### src/hdl/csc_pkg.sv
// Constants and types shared by the clock source and start-up controller.
package csc_pkg;
    // Clock and oscillator rates; internal oscillators are enable dividers.
    localparam int MCLK_HZ = 25000000;
    localparam int WDT_OSC_HZ = 128000;
    localparam int RC8_HZ = 8000000;
    localparam int RC4_HZ = 4000000;
    localparam logic [7:0] WDT_DIV = 8'(MCLK_HZ / WDT_OSC_HZ);
    localparam logic [7:0] RC8_DIV = 8'(MCLK_HZ / RC8_HZ);
    localparam logic [7:0] RC4_DIV = 8'(MCLK_HZ / RC4_HZ);
    // Source select codes as read from the fuses (zero means programmed).
    localparam logic [3:0] SRC_EXT = 4'h0;
    localparam logic [3:0] SRC_RC4 = 4'h2;
    localparam logic [3:0] SRC_RC8 = 4'h4;
    localparam logic [3:0] SRC_WDT = 4'h6;
    localparam int SRC_XTAL_BIT = 3;
    localparam logic [1:0] SUT_RESERVED = 2'h3;
    // Start-up lengths in selected-clock cycles, fixed reset part too; fuse sync in system clock cycles.
    localparam logic [16:0] SU_SHORT_CYC = 17'h00006;
    localparam logic [16:0] SU_MID_CYC = 17'h00102;
    localparam logic [16:0] SU_1K_CYC = 17'h00400;
    localparam logic [16:0] DLY_FIX_CYC = 17'h0000E;
    localparam logic [16:0] FUSE_SYNC_CYC = 17'h00002;
    // Watchdog-timed reset delay times, in ms as printed.
    localparam real DLY_SHORT_MS = 4.1;
    localparam real DLY_LONG_MS = 65.0;
    // Prescale after fuse capture, log2 of the divide ratio.
    localparam logic [3:0] PSC_DIV8 = 4'h3;
    localparam logic [3:0] PSC_DIV1 = 4'h0;
    localparam logic [3:0] PSC_MAX = 4'h8;
    // APB map and field positions.
    localparam logic [11:0] ADDR_CTRL = 12'h000;
    localparam logic [11:0] ADDR_STAT = 12'h004;
    localparam logic [11:0] ADDR_PSC = 12'h008;
    localparam int CTRL_MODE_LSB = 0;
    localparam int STAT_SRC_LSB = 0;
    localparam int STAT_SUT_LSB = 4;
    localparam int STAT_DIV8_BIT = 6;
    localparam int STAT_RUN_BIT = 7;
    localparam int STAT_ERR_BIT = 8;
    localparam int STAT_STATE_LSB = 9;
    localparam logic [1:0] CTRL_RESET = 2'h0;
    // Start-up length, reset delay, sleep mode and sequencer state choices.
    typedef enum logic [1:0] {SU_SHORT = 2'h0, SU_MID = 2'h1, SU_1K = 2'h2,
        SU_16K = 2'h3} csc_su_t;
    typedef enum logic [1:0] {DLY_NONE = 2'h0, DLY_SHORT = 2'h1,
        DLY_LONG = 2'h2} csc_dly_t;
    typedef enum logic [1:0] {SLP_IDLE = 2'h0, SLP_PDOWN = 2'h1,
        SLP_STDBY = 2'h2} csc_sleep_t;
    typedef enum logic [6:0] {ST_FUSE = 7'h01, ST_SU = 7'h02,
        ST_FIX = 7'h04, ST_WDT = 7'h08, ST_RUN = 7'h10, ST_SLEEP = 7'h20,
        ST_HALT = 7'h40} csc_state_t;
endpackage : csc_pkg

### src/hdl/csc_top.sv
// Clock source selection, start-up sequencing and clock domain gating.
//
// The APB slave port and the register addresses were decided locally.
`timescale 1ns/100ps
module csc_top
    import csc_pkg::*;
#(
    parameter logic [16:0] SU_LONG_CYC = 17'h04000,
    parameter logic [16:0] WDT_SHORT_CYC = 17'h01000,
    parameter logic [16:0] WDT_LONG_CYC = 17'h10000
)
(
    input wire logic mclk,
    input wire logic rst_b,
    input wire logic psel,
    input wire logic penable,
    input wire logic pwrite,
    input wire logic [11:0] paddr,
    input wire logic [31:0] pwdata,
    output logic [31:0] prdata,
    output logic pready,
    output logic pslverr,
    input wire logic [3:0] clock_source_select,
    input wire logic [1:0] startup_time_select,
    input wire logic divide_by_eight_fuse,
    input wire logic amplifier_input_pin,
    input wire logic sleep_req,
    input wire logic wake_event,
    output logic core_clock,
    output logic peripheral_clock,
    output logic program_memory_clock,
    output logic core_release,
    output logic usu_start_detect_arm,
    output logic amp_enable,
    output logic [1:0] amp_range
);

    // Decodes fuse fields into start-up length, reset delay and validity.
    function automatic logic [4:0] csc_decode(input logic [3:0] src,
        input logic [1:0] sut);
        logic [4:0] r;
        r = {1'b1, SU_SHORT, DLY_NONE};
        if (src[SRC_XTAL_BIT])
        begin
            case ({src[0], sut})
                3'h0: r = {1'b1, SU_MID, DLY_SHORT};
                3'h1: r = {1'b1, SU_MID, DLY_LONG};
                3'h2: r = {1'b1, SU_1K, DLY_NONE};
                3'h3: r = {1'b1, SU_1K, DLY_SHORT};
                3'h4: r = {1'b1, SU_1K, DLY_LONG};
                3'h5: r = {1'b1, SU_16K, DLY_NONE};
                3'h6: r = {1'b1, SU_16K, DLY_SHORT};
                default: r = {1'b1, SU_16K, DLY_LONG};
            endcase
        end
        else if (src == SRC_EXT || src == SRC_RC4 || src == SRC_RC8 ||
            src == SRC_WDT)
        begin
            case (sut)
                2'h0: r = {1'b1, SU_SHORT, DLY_NONE};
                2'h1: r = {1'b1, SU_SHORT, DLY_SHORT};
                2'h2: r = {1'b1, SU_SHORT, DLY_LONG};
                default: r = {1'b0, SU_SHORT, DLY_NONE};
            endcase
        end
        else
        begin
            r = {1'b0, SU_SHORT, DLY_NONE};
        end
        return r;
    endfunction : csc_decode

    logic [3:0] src_s1_q, src_s2_q;
    logic [1:0] sut_s1_q, sut_s2_q;
    logic div8_s1_q, div8_s2_q;
    logic pin_s1_q, pin_s2_q, pin_s3_q;
    logic [3:0] src_q, src_d;
    logic [1:0] sut_q, sut_d;
    logic div8_q, div8_d;
    logic [1:0] su_q, su_d;
    logic [1:0] dly_q, dly_d;
    csc_state_t state_q, state_d;
    logic [16:0] cnt_q, cnt_d;
    logic [7:0] wdiv_q, wdiv_d, rdiv_q, rdiv_d, pre_q, pre_d;
    logic [1:0] mode_q, mode_d;
    logic [3:0] psc_q, psc_d;
    logic [31:0] prdata_q, prdata_d;
    logic pslverr_q, pslverr_d;
    logic core_q, core_d, per_q, per_d, run_q, run_d, arm_q, arm_d;
    logic osc_run, wdt_tick, rc_tick, pin_tick, sel_tick, sys_tick;
    logic [7:0] rc_div, pre_mask;
    logic [16:0] su_target, wdt_target;
    logic [4:0] dec;
    logic last_sel, last_wdt;

    // Two-stage synchronisers for fuse levels and the amplifier pin.
    always_ff @(posedge mclk or negedge rst_b)
    begin
        if (!rst_b)
        begin
            src_s1_q <= 4'hF;
            src_s2_q <= 4'hF;
            sut_s1_q <= 2'h3;
            sut_s2_q <= 2'h3;
            div8_s1_q <= 1'b1;
            div8_s2_q <= 1'b1;
            pin_s1_q <= 1'b0;
            pin_s2_q <= 1'b0;
            pin_s3_q <= 1'b0;
        end
        else
        begin
            src_s1_q <= clock_source_select;
            src_s2_q <= src_s1_q;
            sut_s1_q <= startup_time_select;
            sut_s2_q <= sut_s1_q;
            div8_s1_q <= divide_by_eight_fuse;
            div8_s2_q <= div8_s1_q;
            pin_s1_q <= amplifier_input_pin;
            pin_s2_q <= pin_s1_q;
            pin_s3_q <= pin_s2_q;
        end
    end

    // Oscillator ticks; everything stops in power-down.
    always_comb
    begin
        osc_run = !(state_q == ST_SLEEP && mode_q == SLP_PDOWN);
        rc_div = (src_q == SRC_RC8) ? RC8_DIV : RC4_DIV;
        wdt_tick = osc_run && (wdiv_q == WDT_DIV - 8'h01);
        rc_tick = osc_run && (rdiv_q == rc_div - 8'h01);
        pin_tick = osc_run && pin_s2_q && !pin_s3_q;
        wdiv_d = wdt_tick ? 8'h00 : (osc_run ? wdiv_q + 8'h01 : wdiv_q);
        rdiv_d = (rc_tick || rdiv_q >= rc_div) ? 8'h00 :
            (osc_run ? rdiv_q + 8'h01 : rdiv_q);
        // Selected source drives the start-up count.
        if (src_q == SRC_WDT)
            sel_tick = wdt_tick;
        else if (src_q == SRC_RC4 || src_q == SRC_RC8)
            sel_tick = rc_tick;
        else
            sel_tick = pin_tick;
        pre_mask = 8'((9'h001 << psc_q) - 9'h001);
        sys_tick = sel_tick && ((pre_q & pre_mask) == pre_mask);
        pre_d = sel_tick ? pre_q + 8'h01 : pre_q;
    end

    // Targets for the selected-clock and watchdog counts.
    always_comb
    begin
        case (su_q)
            SU_SHORT: su_target = SU_SHORT_CYC;
            SU_MID: su_target = SU_MID_CYC;
            SU_1K: su_target = SU_1K_CYC;
            default: su_target = SU_LONG_CYC;
        endcase
        wdt_target = (dly_q == DLY_LONG) ? WDT_LONG_CYC : WDT_SHORT_CYC;
        last_sel = sel_tick && (cnt_q == su_target - 17'h00001);
        last_wdt = wdt_tick && (cnt_q == wdt_target - 17'h00001);
    end

    // Start-up sequencer: fuse capture, counts, run and sleep.
    always_comb
    begin
        state_d = state_q;
        cnt_d = cnt_q;
        src_d = src_q;
        sut_d = sut_q;
        div8_d = div8_q;
        su_d = su_q;
        dly_d = dly_q;
        dec = csc_decode(src_s2_q, sut_s2_q);
        case (state_q)
            ST_FUSE:
            begin
                cnt_d = cnt_q + 17'h00001;
                if (cnt_q == FUSE_SYNC_CYC)
                begin
                    src_d = src_s2_q;
                    sut_d = sut_s2_q;
                    div8_d = !div8_s2_q;
                    su_d = dec[3:2];
                    dly_d = dec[1:0];
                    cnt_d = 17'h00000;
                    state_d = dec[4] ? ST_SU : ST_HALT;
                end
            end
            ST_SU:
            begin
                cnt_d = sel_tick ? cnt_q + 17'h00001 : cnt_q;
                if (last_sel)
                begin
                    cnt_d = 17'h00000;
                    state_d = ST_FIX;
                end
            end
            ST_FIX:
            begin
                cnt_d = sel_tick ? cnt_q + 17'h00001 : cnt_q;
                if (sel_tick && cnt_q == DLY_FIX_CYC - 17'h00001)
                begin
                    cnt_d = 17'h00000;
                    state_d = (dly_q == DLY_NONE) ? ST_RUN : ST_WDT;
                end
            end
            ST_WDT:
            begin
                cnt_d = wdt_tick ? cnt_q + 17'h00001 : cnt_q;
                if (last_wdt)
                begin
                    cnt_d = 17'h00000;
                    state_d = ST_RUN;
                end
            end
            ST_RUN:
            begin
                cnt_d = 17'h00000;
                if (sleep_req)
                    state_d = ST_SLEEP;
            end
            ST_SLEEP:
            begin
                cnt_d = 17'h00000;
                if (wake_event)
                    state_d = (mode_q == SLP_PDOWN) ? ST_SU : ST_RUN;
            end
            ST_HALT: state_d = ST_HALT;
            default: state_d = ST_FUSE;
        endcase
    end

    // Domain gating; the flash domain follows the core domain.
    always_comb
    begin
        run_d = (state_d == ST_RUN) || (state_d == ST_SLEEP);
        core_d = (state_q == ST_RUN) && sys_tick;
        per_d = sys_tick && ((state_q == ST_RUN) ||
            (state_q == ST_SLEEP && mode_q == SLP_IDLE));
        arm_d = (state_q == ST_SLEEP) && (mode_q != SLP_IDLE);
    end

    // APB slave; read data and error are taken in the setup cycle.
    always_comb
    begin
        mode_d = mode_q;
        psc_d = psc_q;
        prdata_d = prdata_q;
        pslverr_d = pslverr_q;
        if (state_q == ST_FUSE && state_d != ST_FUSE)
            psc_d = div8_d ? PSC_DIV8 : PSC_DIV1;
        if (psel && !penable)
        begin
            prdata_d = 32'h00000000;
            pslverr_d = 1'b0;
            case (paddr)
                ADDR_CTRL: prdata_d[CTRL_MODE_LSB +: 2] = mode_q;
                ADDR_STAT:
                begin
                    prdata_d[STAT_SRC_LSB +: 4] = src_q;
                    prdata_d[STAT_SUT_LSB +: 2] = sut_q;
                    prdata_d[STAT_DIV8_BIT] = div8_q;
                    prdata_d[STAT_RUN_BIT] = run_q;
                    prdata_d[STAT_ERR_BIT] = (state_q == ST_HALT);
                    prdata_d[STAT_STATE_LSB +: 7] = state_q;
                end
                ADDR_PSC: prdata_d[3:0] = psc_q;
                default: pslverr_d = 1'b1;
            endcase
        end
        if (psel && penable && pwrite)
        begin
            if (paddr == ADDR_CTRL)
                mode_d = pwdata[CTRL_MODE_LSB +: 2];
            else if (paddr == ADDR_PSC)
                psc_d = (pwdata[3:0] > PSC_MAX) ? PSC_MAX : pwdata[3:0];
        end
    end

    // State registers.
    always_ff @(posedge mclk or negedge rst_b)
    begin
        if (!rst_b)
        begin
            state_q <= ST_FUSE;
            cnt_q <= 17'h00000;
            src_q <= 4'hF;
            sut_q <= 2'h3;
            div8_q <= 1'b0;
            su_q <= SU_SHORT;
            dly_q <= DLY_NONE;
            wdiv_q <= 8'h00;
            rdiv_q <= 8'h00;
            pre_q <= 8'h00;
            mode_q <= CTRL_RESET;
            psc_q <= PSC_DIV1;
            prdata_q <= 32'h00000000;
            pslverr_q <= 1'b0;
            core_q <= 1'b0;
            per_q <= 1'b0;
            run_q <= 1'b0;
            arm_q <= 1'b0;
        end
        else
        begin
            state_q <= state_d;
            cnt_q <= cnt_d;
            src_q <= src_d;
            sut_q <= sut_d;
            div8_q <= div8_d;
            su_q <= su_d;
            dly_q <= dly_d;
            wdiv_q <= wdiv_d;
            rdiv_q <= rdiv_d;
            pre_q <= pre_d;
            mode_q <= mode_d;
            psc_q <= psc_d;
            prdata_q <= prdata_d;
            pslverr_q <= pslverr_d;
            core_q <= core_d;
            per_q <= per_d;
            run_q <= run_d;
            arm_q <= arm_d;
        end
    end

    // Outputs; the amplifier runs only for crystal sources when not off.
    assign prdata = prdata_q;
    assign pslverr = pslverr_q;
    assign pready = 1'b1;
    assign core_clock = core_q;
    assign program_memory_clock = core_q;
    assign peripheral_clock = per_q;
    assign core_release = run_q;
    assign usu_start_detect_arm = arm_q;
    assign amp_enable = src_q[SRC_XTAL_BIT] && osc_run && state_q != ST_HALT;
    assign amp_range = src_q[SRC_XTAL_BIT] ? src_q[2:1] : 2'h0;
endmodule : csc_top

### config.mk
export PLATFORM = sky130hd
export DESIGN_NAME = csc_top
export DESIGN_NICKNAME = d
export VERILOG_FILES = /design/src/hdl/csc_pkg.sv /design/src/hdl/csc_top.sv
export SDC_FILE = /design/constraint.sdc
export NUM_CORES = 1
export LEC_CHECK = 0
export ABC_AREA = 1
export BUFFER_PORTS_ARGS = -buffer_cell sky130_fd_sc_hd__buf_2
export CORE_MARGIN = 5
export CORE_UTILIZATION = 40
export CTS_BUF_LIST = sky130_fd_sc_hd__clkbuf_4 sky130_fd_sc_hd__clkbuf_8
export CTS_CLUSTER_SIZE = 24
export DETAILED_ROUTE_END_ITERATION = 10
export HOLD_SLACK_MARGIN = 0.08
export PLACE_DENSITY = 0.59
export SLEW_MARGIN = 30
export SYNTH_ARGS = -nofsm -noshare
export SYNTH_HDL_FRONTEND = slang
export SYNTH_SLANG_ARGS = --single-unit
### constraint.sdc
create_clock -name mclk -period 3.1 [get_ports mclk]
set_clock_uncertainty 0.05 [all_clocks]
set_input_delay 0.465 -clock mclk [delete_from_list [all_inputs] [get_ports mclk]]
set_output_delay 0.465 -clock mclk [all_outputs]
set_load 0.01 [all_outputs]
== After elaboration in Yosys (flattened, before gate mapping) ==
Cells that the tools add are included.
Storage, ports and cells
  flip-flop bits (word level): 103
  bits of input ports: 59
  output and inout port bits: 42
  word-level logic and storage cells: 167
Cells by class
  add/subtract/negate cells: 8
  order comparisons: 2
  equal/unequal tests: 41
  shift operators: 1
  multiplexer cells: 43
  bitwise logic cells: 1
  reductions and logical operators: 44
Operators by type and width (number)
  17-bit 2-to-1 mux: 7
  17-bit one-hot mux with 5 select lines: 1
  7-bit 2-to-1 mux: 7
  7-bit one-hot mux with 7 select lines: 1
  15-bit one-hot mux with 3 select lines: 1
  17-bit equality test: 2
  17-bit by 1-bit subtractor with 17-bit output (second input constant): 2
  8-bit 2-to-1 mux: 4
  4-bit one-hot mux with 7 select lines: 1
  8-bit by 1-bit adder with 8-bit output (second input constant): 3
  4-bit 2-to-1 mux: 5
  5-bit 2-to-1 mux: 4
  1-bit logical AND: 19
  17-bit by 1-bit adder with 17-bit output (second input constant): 1
  17-bit by 2-bit equality test with 1-bit output (second input constant): 1
  17-bit by 4-bit equality test with 1-bit output (second input constant): 1
  4-bit by 3-bit equality test with 1-bit output (second input constant): 4
  8-bit equality test: 2
  5-bit one-hot mux with 3 select lines: 1
  7-bit by 5-bit equality test with 1-bit output (second input constant): 2
  7-bit by 6-bit equality test with 1-bit output (second input constant): 2
  12-bit by 3-bit equality test with 1-bit output (second input constant): 1
  12-bit by 4-bit equality test with 1-bit output (second input constant): 1
  12-bit logical NOT: 1
  39 further kinds: 66

== Logic depth before layout (Yosys ltp) ==
  word-level depth: 16
  mapped depth: 18
  mapped depth without buffers: 18

== Least setup slack after synthesis ==
Ideal clock, no wire load.
  path kind: register to register
  start: register src_q[3]
  end: register pre_q[7]
  setup time: 123 ps
  arrival: 2214 ps
  required time: 2927 ps
  setup slack: 714 ps
  cell stages (with the launch flop): 17
  path buffers: 0
  period minus slack after synthesis: 2386 ps
  cell sequence: dfstp_2 nor2_1 nand2_1 inv_1 ha_1 inv_1 nor2_1 nand2_1 nor2_1 nand4_2 nand2_4 nand2_4 nor2_2 nand2_1 nor2_1 nand3_1 xor2_1
Between the ends
  cells in the longest elaborated chain, start to end: 7
  elaborated cells on any way between the ends: 10
  those cells by class: add/sub: 1; eq/ne: 4; mux: 3; reduce/logical: 2
Ends and longest elaborated chain
  start, declared: line csc_top.sv:77  | logic [3:0] src_q, src_d;
  start signal, assigned: line csc_top.sv:307  | src_q <= src_d;
  4-bit by 3-bit equality test with 1-bit output: line csc_top.sv:129, csc_top.sv:139
  3-bit 2-to-1 mux: line csc_top.sv:129  | rc_div = (src_q == SRC_RC8) ? RC8_DIV : RC4_DIV;
  3-bit by 1-bit subtractor with 4-bit output: line csc_top.sv:131  | rc_tick = osc_run && (rdiv_q == rc_div - 8'h01);
  8-bit equality test: line csc_top.sv:131
  1-bit logical AND: line csc_top.sv:131
  1-bit 2-to-1 mux: line csc_top.sv:139  | else if (src_q == SRC_RC4 || src_q == SRC_RC8)
  1-bit 2-to-1 mux *: line csc_top.sv:137  | if (src_q == SRC_WDT)
  end signal, assigned: line csc_top.sv:314  | pre_q <= pre_d;
  end, declared: line csc_top.sv:84  | logic [7:0] wdiv_q, wdiv_d, rdiv_q, rdiv_d, pre_q, pre_d;
Mark *: on every way between the ends. The rest lies on a longest branch, timed or not.
A chain may end at the register's enable or synchronous reset.

== Final worst setup path ==
  start: register src_q[3]
  end: register cnt_q[1]
Between the ends
  cells in the longest elaborated chain, start to end: 10
  elaborated cells on any way between the ends: 16
  those cells by class: add/sub: 1; eq/ne: 4; mux: 7; reduce/logical: 4
Ends and longest elaborated chain
  4-bit by 3-bit equality test with 1-bit output: line csc_top.sv:129, csc_top.sv:139
  3-bit 2-to-1 mux: line csc_top.sv:129
  3-bit by 1-bit subtractor with 4-bit output: line csc_top.sv:131
  8-bit equality test: line csc_top.sv:131
  1-bit logical AND: line csc_top.sv:131
  1-bit 2-to-1 mux: line csc_top.sv:139
  1-bit 2-to-1 mux *: line csc_top.sv:137
  17-bit 2-to-1 mux (tied with other cells)
  17-bit 2-to-1 mux (on tied branches): line csc_top.sv:200, csc_top.sv:191
  17-bit one-hot mux with 5 select lines *: line csc_top.sv:173  | case (state_q)
  end signal, assigned: line csc_top.sv:306  | cnt_q <= cnt_d;
  end, declared: line csc_top.sv:83  | logic [16:0] cnt_q, cnt_d;
Marked as above.

==> flow_summary_export.csv <==
group,metric,value,unit
setup_path,cp_cell_sequence,"nor2_1 > nand2_1 > inv_1 > ha_1 > inv_1 > nor2_1 > nand2_1 > nor2_1 > nand4_2 > a21boi_2 > nand2_2 > nand4_1 > nand3_1 > nor2_1 > nor2_1",
logic_synthesis,synthDominantCellAreaShare,32.9,%
sta,final-setup-viol-count,0,
logic_synthesis,synth.top_cells.by_area,"sky130_fd_sc_hd__dfrtp_1, sky130_fd_sc_hd__nand2_1, sky130_fd_sc_hd__dfstp_2",
power,power_density_cells,572,nW/um^2
detailed_routing,vias_per_cell,4.96,
placement,place_hpwl,11.8,mm
cells_and_area,mostFrequentLayoutCell,"sky130_fd_sc_hd__nand2_1",
status,status,"complete, no violations",
sta,max_slew_margin,61.8,%
clock_network,postCtsSetupRepairBufs,0,
detailed_routing,wl_per_cell,14.1,um
setup_path,cp_data_arrival_time,3120,ps
logic_synthesis,synth_area_leader_cell,"sky130_fd_sc_hd__dfrtp_1",
placement,routabilityCongestion,0.889,
setup_path,critPathMaxFanout,6,
clock_network,cts_tree,"done",
setup_path,worst_path_dominant_cell_family,"simple AND/OR/NAND/NOR gates",
logic_synthesis,count_of_flip_flops_with_a_built_in_enable_after_synthesis,0,
sta,finalSetupTns,0,ps
cells_and_area,syn_to_final_growth,11.6,%
setup_path,timing.critical_path.buf_inv,2,
setup_path,worstSetupEndpoint,"cnt_q[1]$_DFFE_PN0P_",
sta,finalCritPeriodShare,92.7,%
clock_network,clk_root_buffer_cell,"sky130_fd_sc_hd__clkbuf_8",
setup_path,worstSetupStartpoint,"src_q[3]$_DFFE_PN1P_",
global_route,number_of_antenna_violations_at_the_first_check_in_global_routing,0,
global_route,grt_pass1_vias,5192,
logic_synthesis,yosys_warnings,0,
setup_path,delay_of_the_slowest_cell_on_the_worst_path,590,ps
setup_path,timing.critical_path.required,3350,ps
placement,preCtsSetupSlack,259,ps
logic_synthesis,post_synth_inst_count,832,
die,fp-row-count,45,
detailed_routing,finalWirelength,15.8,mm
global_route,grtUsageTotal,18.0,%
die,initial_core_util,40.9,%
power,ir_worst_vdd,0.000238,V
die,core_area,15300,um^2
setup_path,cp_max_delay_cell,"sky130_fd_sc_hd__dfstp_2",
sta,rsz_0062_raised_after_global_routing,"false",
setup_path,regToRegSetupSlack,230,ps
clock_network,cts_buffers,9,
setup_path,worstReg2RegEnd,"cnt_q[1]$_DFFE_PN0P_",
logic_synthesis,flip_flop_cell_with_the_highest_count_after_synthesis,"sky130_fd_sc_hd__dfrtp_1",
setup_path,most_frequent_cell_on_the_critical_path,"sky130_fd_sc_hd__nor2_1",
clock_network,cts.htree.levels,3,
logic_synthesis,synth_cell_types,48,
cells_and_area,drive_gt1_share,15.5,%
logic_synthesis,register_bit_total_from_synthesis,103,
detailed_routing,drtPass1Iterations,5,
global_route,global_route_wire_length_before_repair,26.1,mm
cells_and_area,postLayoutCellArea,6960,um^2
detailed_routing,drtAntennaViolNets,0,
global_route,grt-ovfl-total,0,
detailed_routing,detail_route.iter0.violations,334,
logic_synthesis,ys_async_sr_fraction,100,%
setup_path,timing.critical_path.to_type,"flop",
setup_path,cp.depth,15,
setup_path,regToRegStartpoint,"src_q[3]$_DFFE_PN1P_",
placement,place_area,6720,um^2
sta,layout_setup_ws,226,ps
logic_synthesis,ys_seq_area_share,41.7,%
die,die_area,18200,um^2
logic_synthesis,syn_avg_cell_area,7.50,um^2
clock_network,clkTransAtPathRegs,120,ps
sta,timing_hold_violations_final,0,
placement,numPortBuffers,55,
die,die_x_extent,135,um
cells_and_area,layout.nets,968,
global_route,grt_max_degree,44,
sta,fin_crit,2870,ps
die,chipHeight,135,um
cells_and_area,layout.cells.most_common_list,"sky130_fd_sc_hd__nand2_1, sky130_fd_sc_hd__inv_1, sky130_fd_sc_hd__nor2_1",
power,power.leakage,3.52,nW
clock_network,insertion_delay,390,ps
die,io-pin-count,101,
clock_network,cts-root-to-sink-buffers,2,
sta,finalMaxSlewViolations,0,
setup_path,setup.worst_path.class,"reg2reg",
sta,fmax,0.348,GHz
sta,max_slew.worst_pin.slew,569,ps
flow_run,cap_viol_max_count,0,
cells_and_area,num_antenna_cells,0,
detailed_routing,total_vias_in_the_final_route,5531,
setup_path,ff2ff_path_depth,15,
hold_path,hp-class,"in2reg",
detailed_routing,drc,0,
logic_synthesis,synthesis.area,6240,um^2
clock_network,cts_num_sinks,103,
setup_path,cp-start-kind,"flop",
## report_power, final
group	total [mW]	switching (mW)	internal, mW
logic	1.36	0.850	0.507
registers	1.78	0.252	1.53
clock network	0.847	0.524	0.324
total	3.98	1.63	2.36
## cell usage after synthesis (6+ instances only)
cell type,count
sky130_fd_sc_hd__o221ai_1,7
sky130_fd_sc_hd__nand4_1,23
sky130_fd_sc_hd__ha_1,10
sky130_fd_sc_hd__nand3_1,72
sky130_fd_sc_hd__o22ai_1,6
sky130_fd_sc_hd__buf_4,20
sky130_fd_sc_hd__xor2_1,23
sky130_fd_sc_hd__inv_2,7
sky130_fd_sc_hd__clkbuf_1,7
sky130_fd_sc_hd__or2_2,6
sky130_fd_sc_hd__dfstp_2,21
sky130_fd_sc_hd__o21ai_0,41
sky130_fd_sc_hd__nand2_1,184
sky130_fd_sc_hd__nor3_1,20
sky130_fd_sc_hd__nor2_1,100
sky130_fd_sc_hd__dfrtp_1,82
sky130_fd_sc_hd__inv_1,105
sky130_fd_sc_hd__a21oi_1,22
## final cells by class
type | instances | area (um^2)
fill | 1546 | 8300
sequential | 103 | 2600
clock inverter | 6 | 63.8
multi-input combinational | 600 | 3050
clock buffer | 10 | 131
inverter | 112 | 420
timing repair buffer | 73 | 423
tap | 211 | 264
## timing repair
action / CTS / global route
hold buffers: 1 / 3
hold endpoints to repair: 23 / 3
gates resized for setup: 0 / 0
## per-layer routing
layer	vias up	wire length, um	global-route usage (%)
met1	2571	7600	25.6
met4	0	223	4.24
met2	143	7080	27.9
met3	15	843	3.99
met5	-	0	0
li1	2802	-	-
## stage by stage
stage	power (mW)	utilization, %	std cells	hold slack (ps)
5_1_grt	4.33	45.6	1115	80.8
2_1_floorplan	2.83	-	851	119
6_report	3.98	45.6	1115	109
3_5_place_dp	3.14	44.1	1095	286
3_3_place_gp	3.14	44.1	1095	282
4_1_cts	4.01	45.4	1112	84.6
## logic make-up (layout without fill, tap and decap cells)
family / after synthesis / after routing / share of synthesized area [%]
adder cells (fa/ha/maj): 10 / 10 / 2.01
AO/OA/AOI/OAI: 102 / 102 / 9.97
AND/OR/NAND/NOR: 439 / 439 / 31.8
XOR/XNOR: 28 / 28 / 3.93
buffers and inverters: 148 / 201 / 10.5
other: 2 / 21 / 0.120
flip-flops: 103 / 103 / 41.7
## worst min path at each step
stage / cells past startpoint / start / slack, ps / end
after floorplan: 0 / rst_b / 120 / cnt_q[0]$_DFFE_PN0P_
after global placement: 0 / pin_s1_q$_DFF_PN0_ / 280 / pin_s2_q$_DFF_PN0_
after detailed placement: 0 / pin_s1_q$_DFF_PN0_ / 290 / pin_s2_q$_DFF_PN0_
after CTS: 1 / clock_source_select[1] / 80 / src_s1_q[1]$_DFF_PN1_
after global routing: 1 / clock_source_select[0] / 80 / src_s1_q[0]$_DFF_PN1_
final: 1 / divide_by_eight_fuse / 110 / div8_s1_q$_DFF_PN1_
## worst register-to-register path: cells and delay by family (launching register included)
| kind | cells | cell delay [ps] |
|---|---|---|
| and+or+nand+nor | 11 | 1270 |
| buffers and inverters | 2 | 100 |
| adders and majority gates | 1 | 270 |
| AOI/OAI and AO/OA | 1 | 520 |
| DFF | 1 | 590 |
## sequential cells by signal, indices dropped and copies added (netlist names), 2 cells and up
name and count:
sut_q 2, state_q 7, mode_q 2, prdata 16
rdiv_q 8, su_q 2, dly_q 2, cnt_q 17
sut_s1_q 2, src_q 4, sut_s2_q 2, pre_q 8
src_s2_q 4, wdiv_q 8, psc_q 4, src_s1_q 4
No activity file was read; power rests on OpenSTA's default activity.
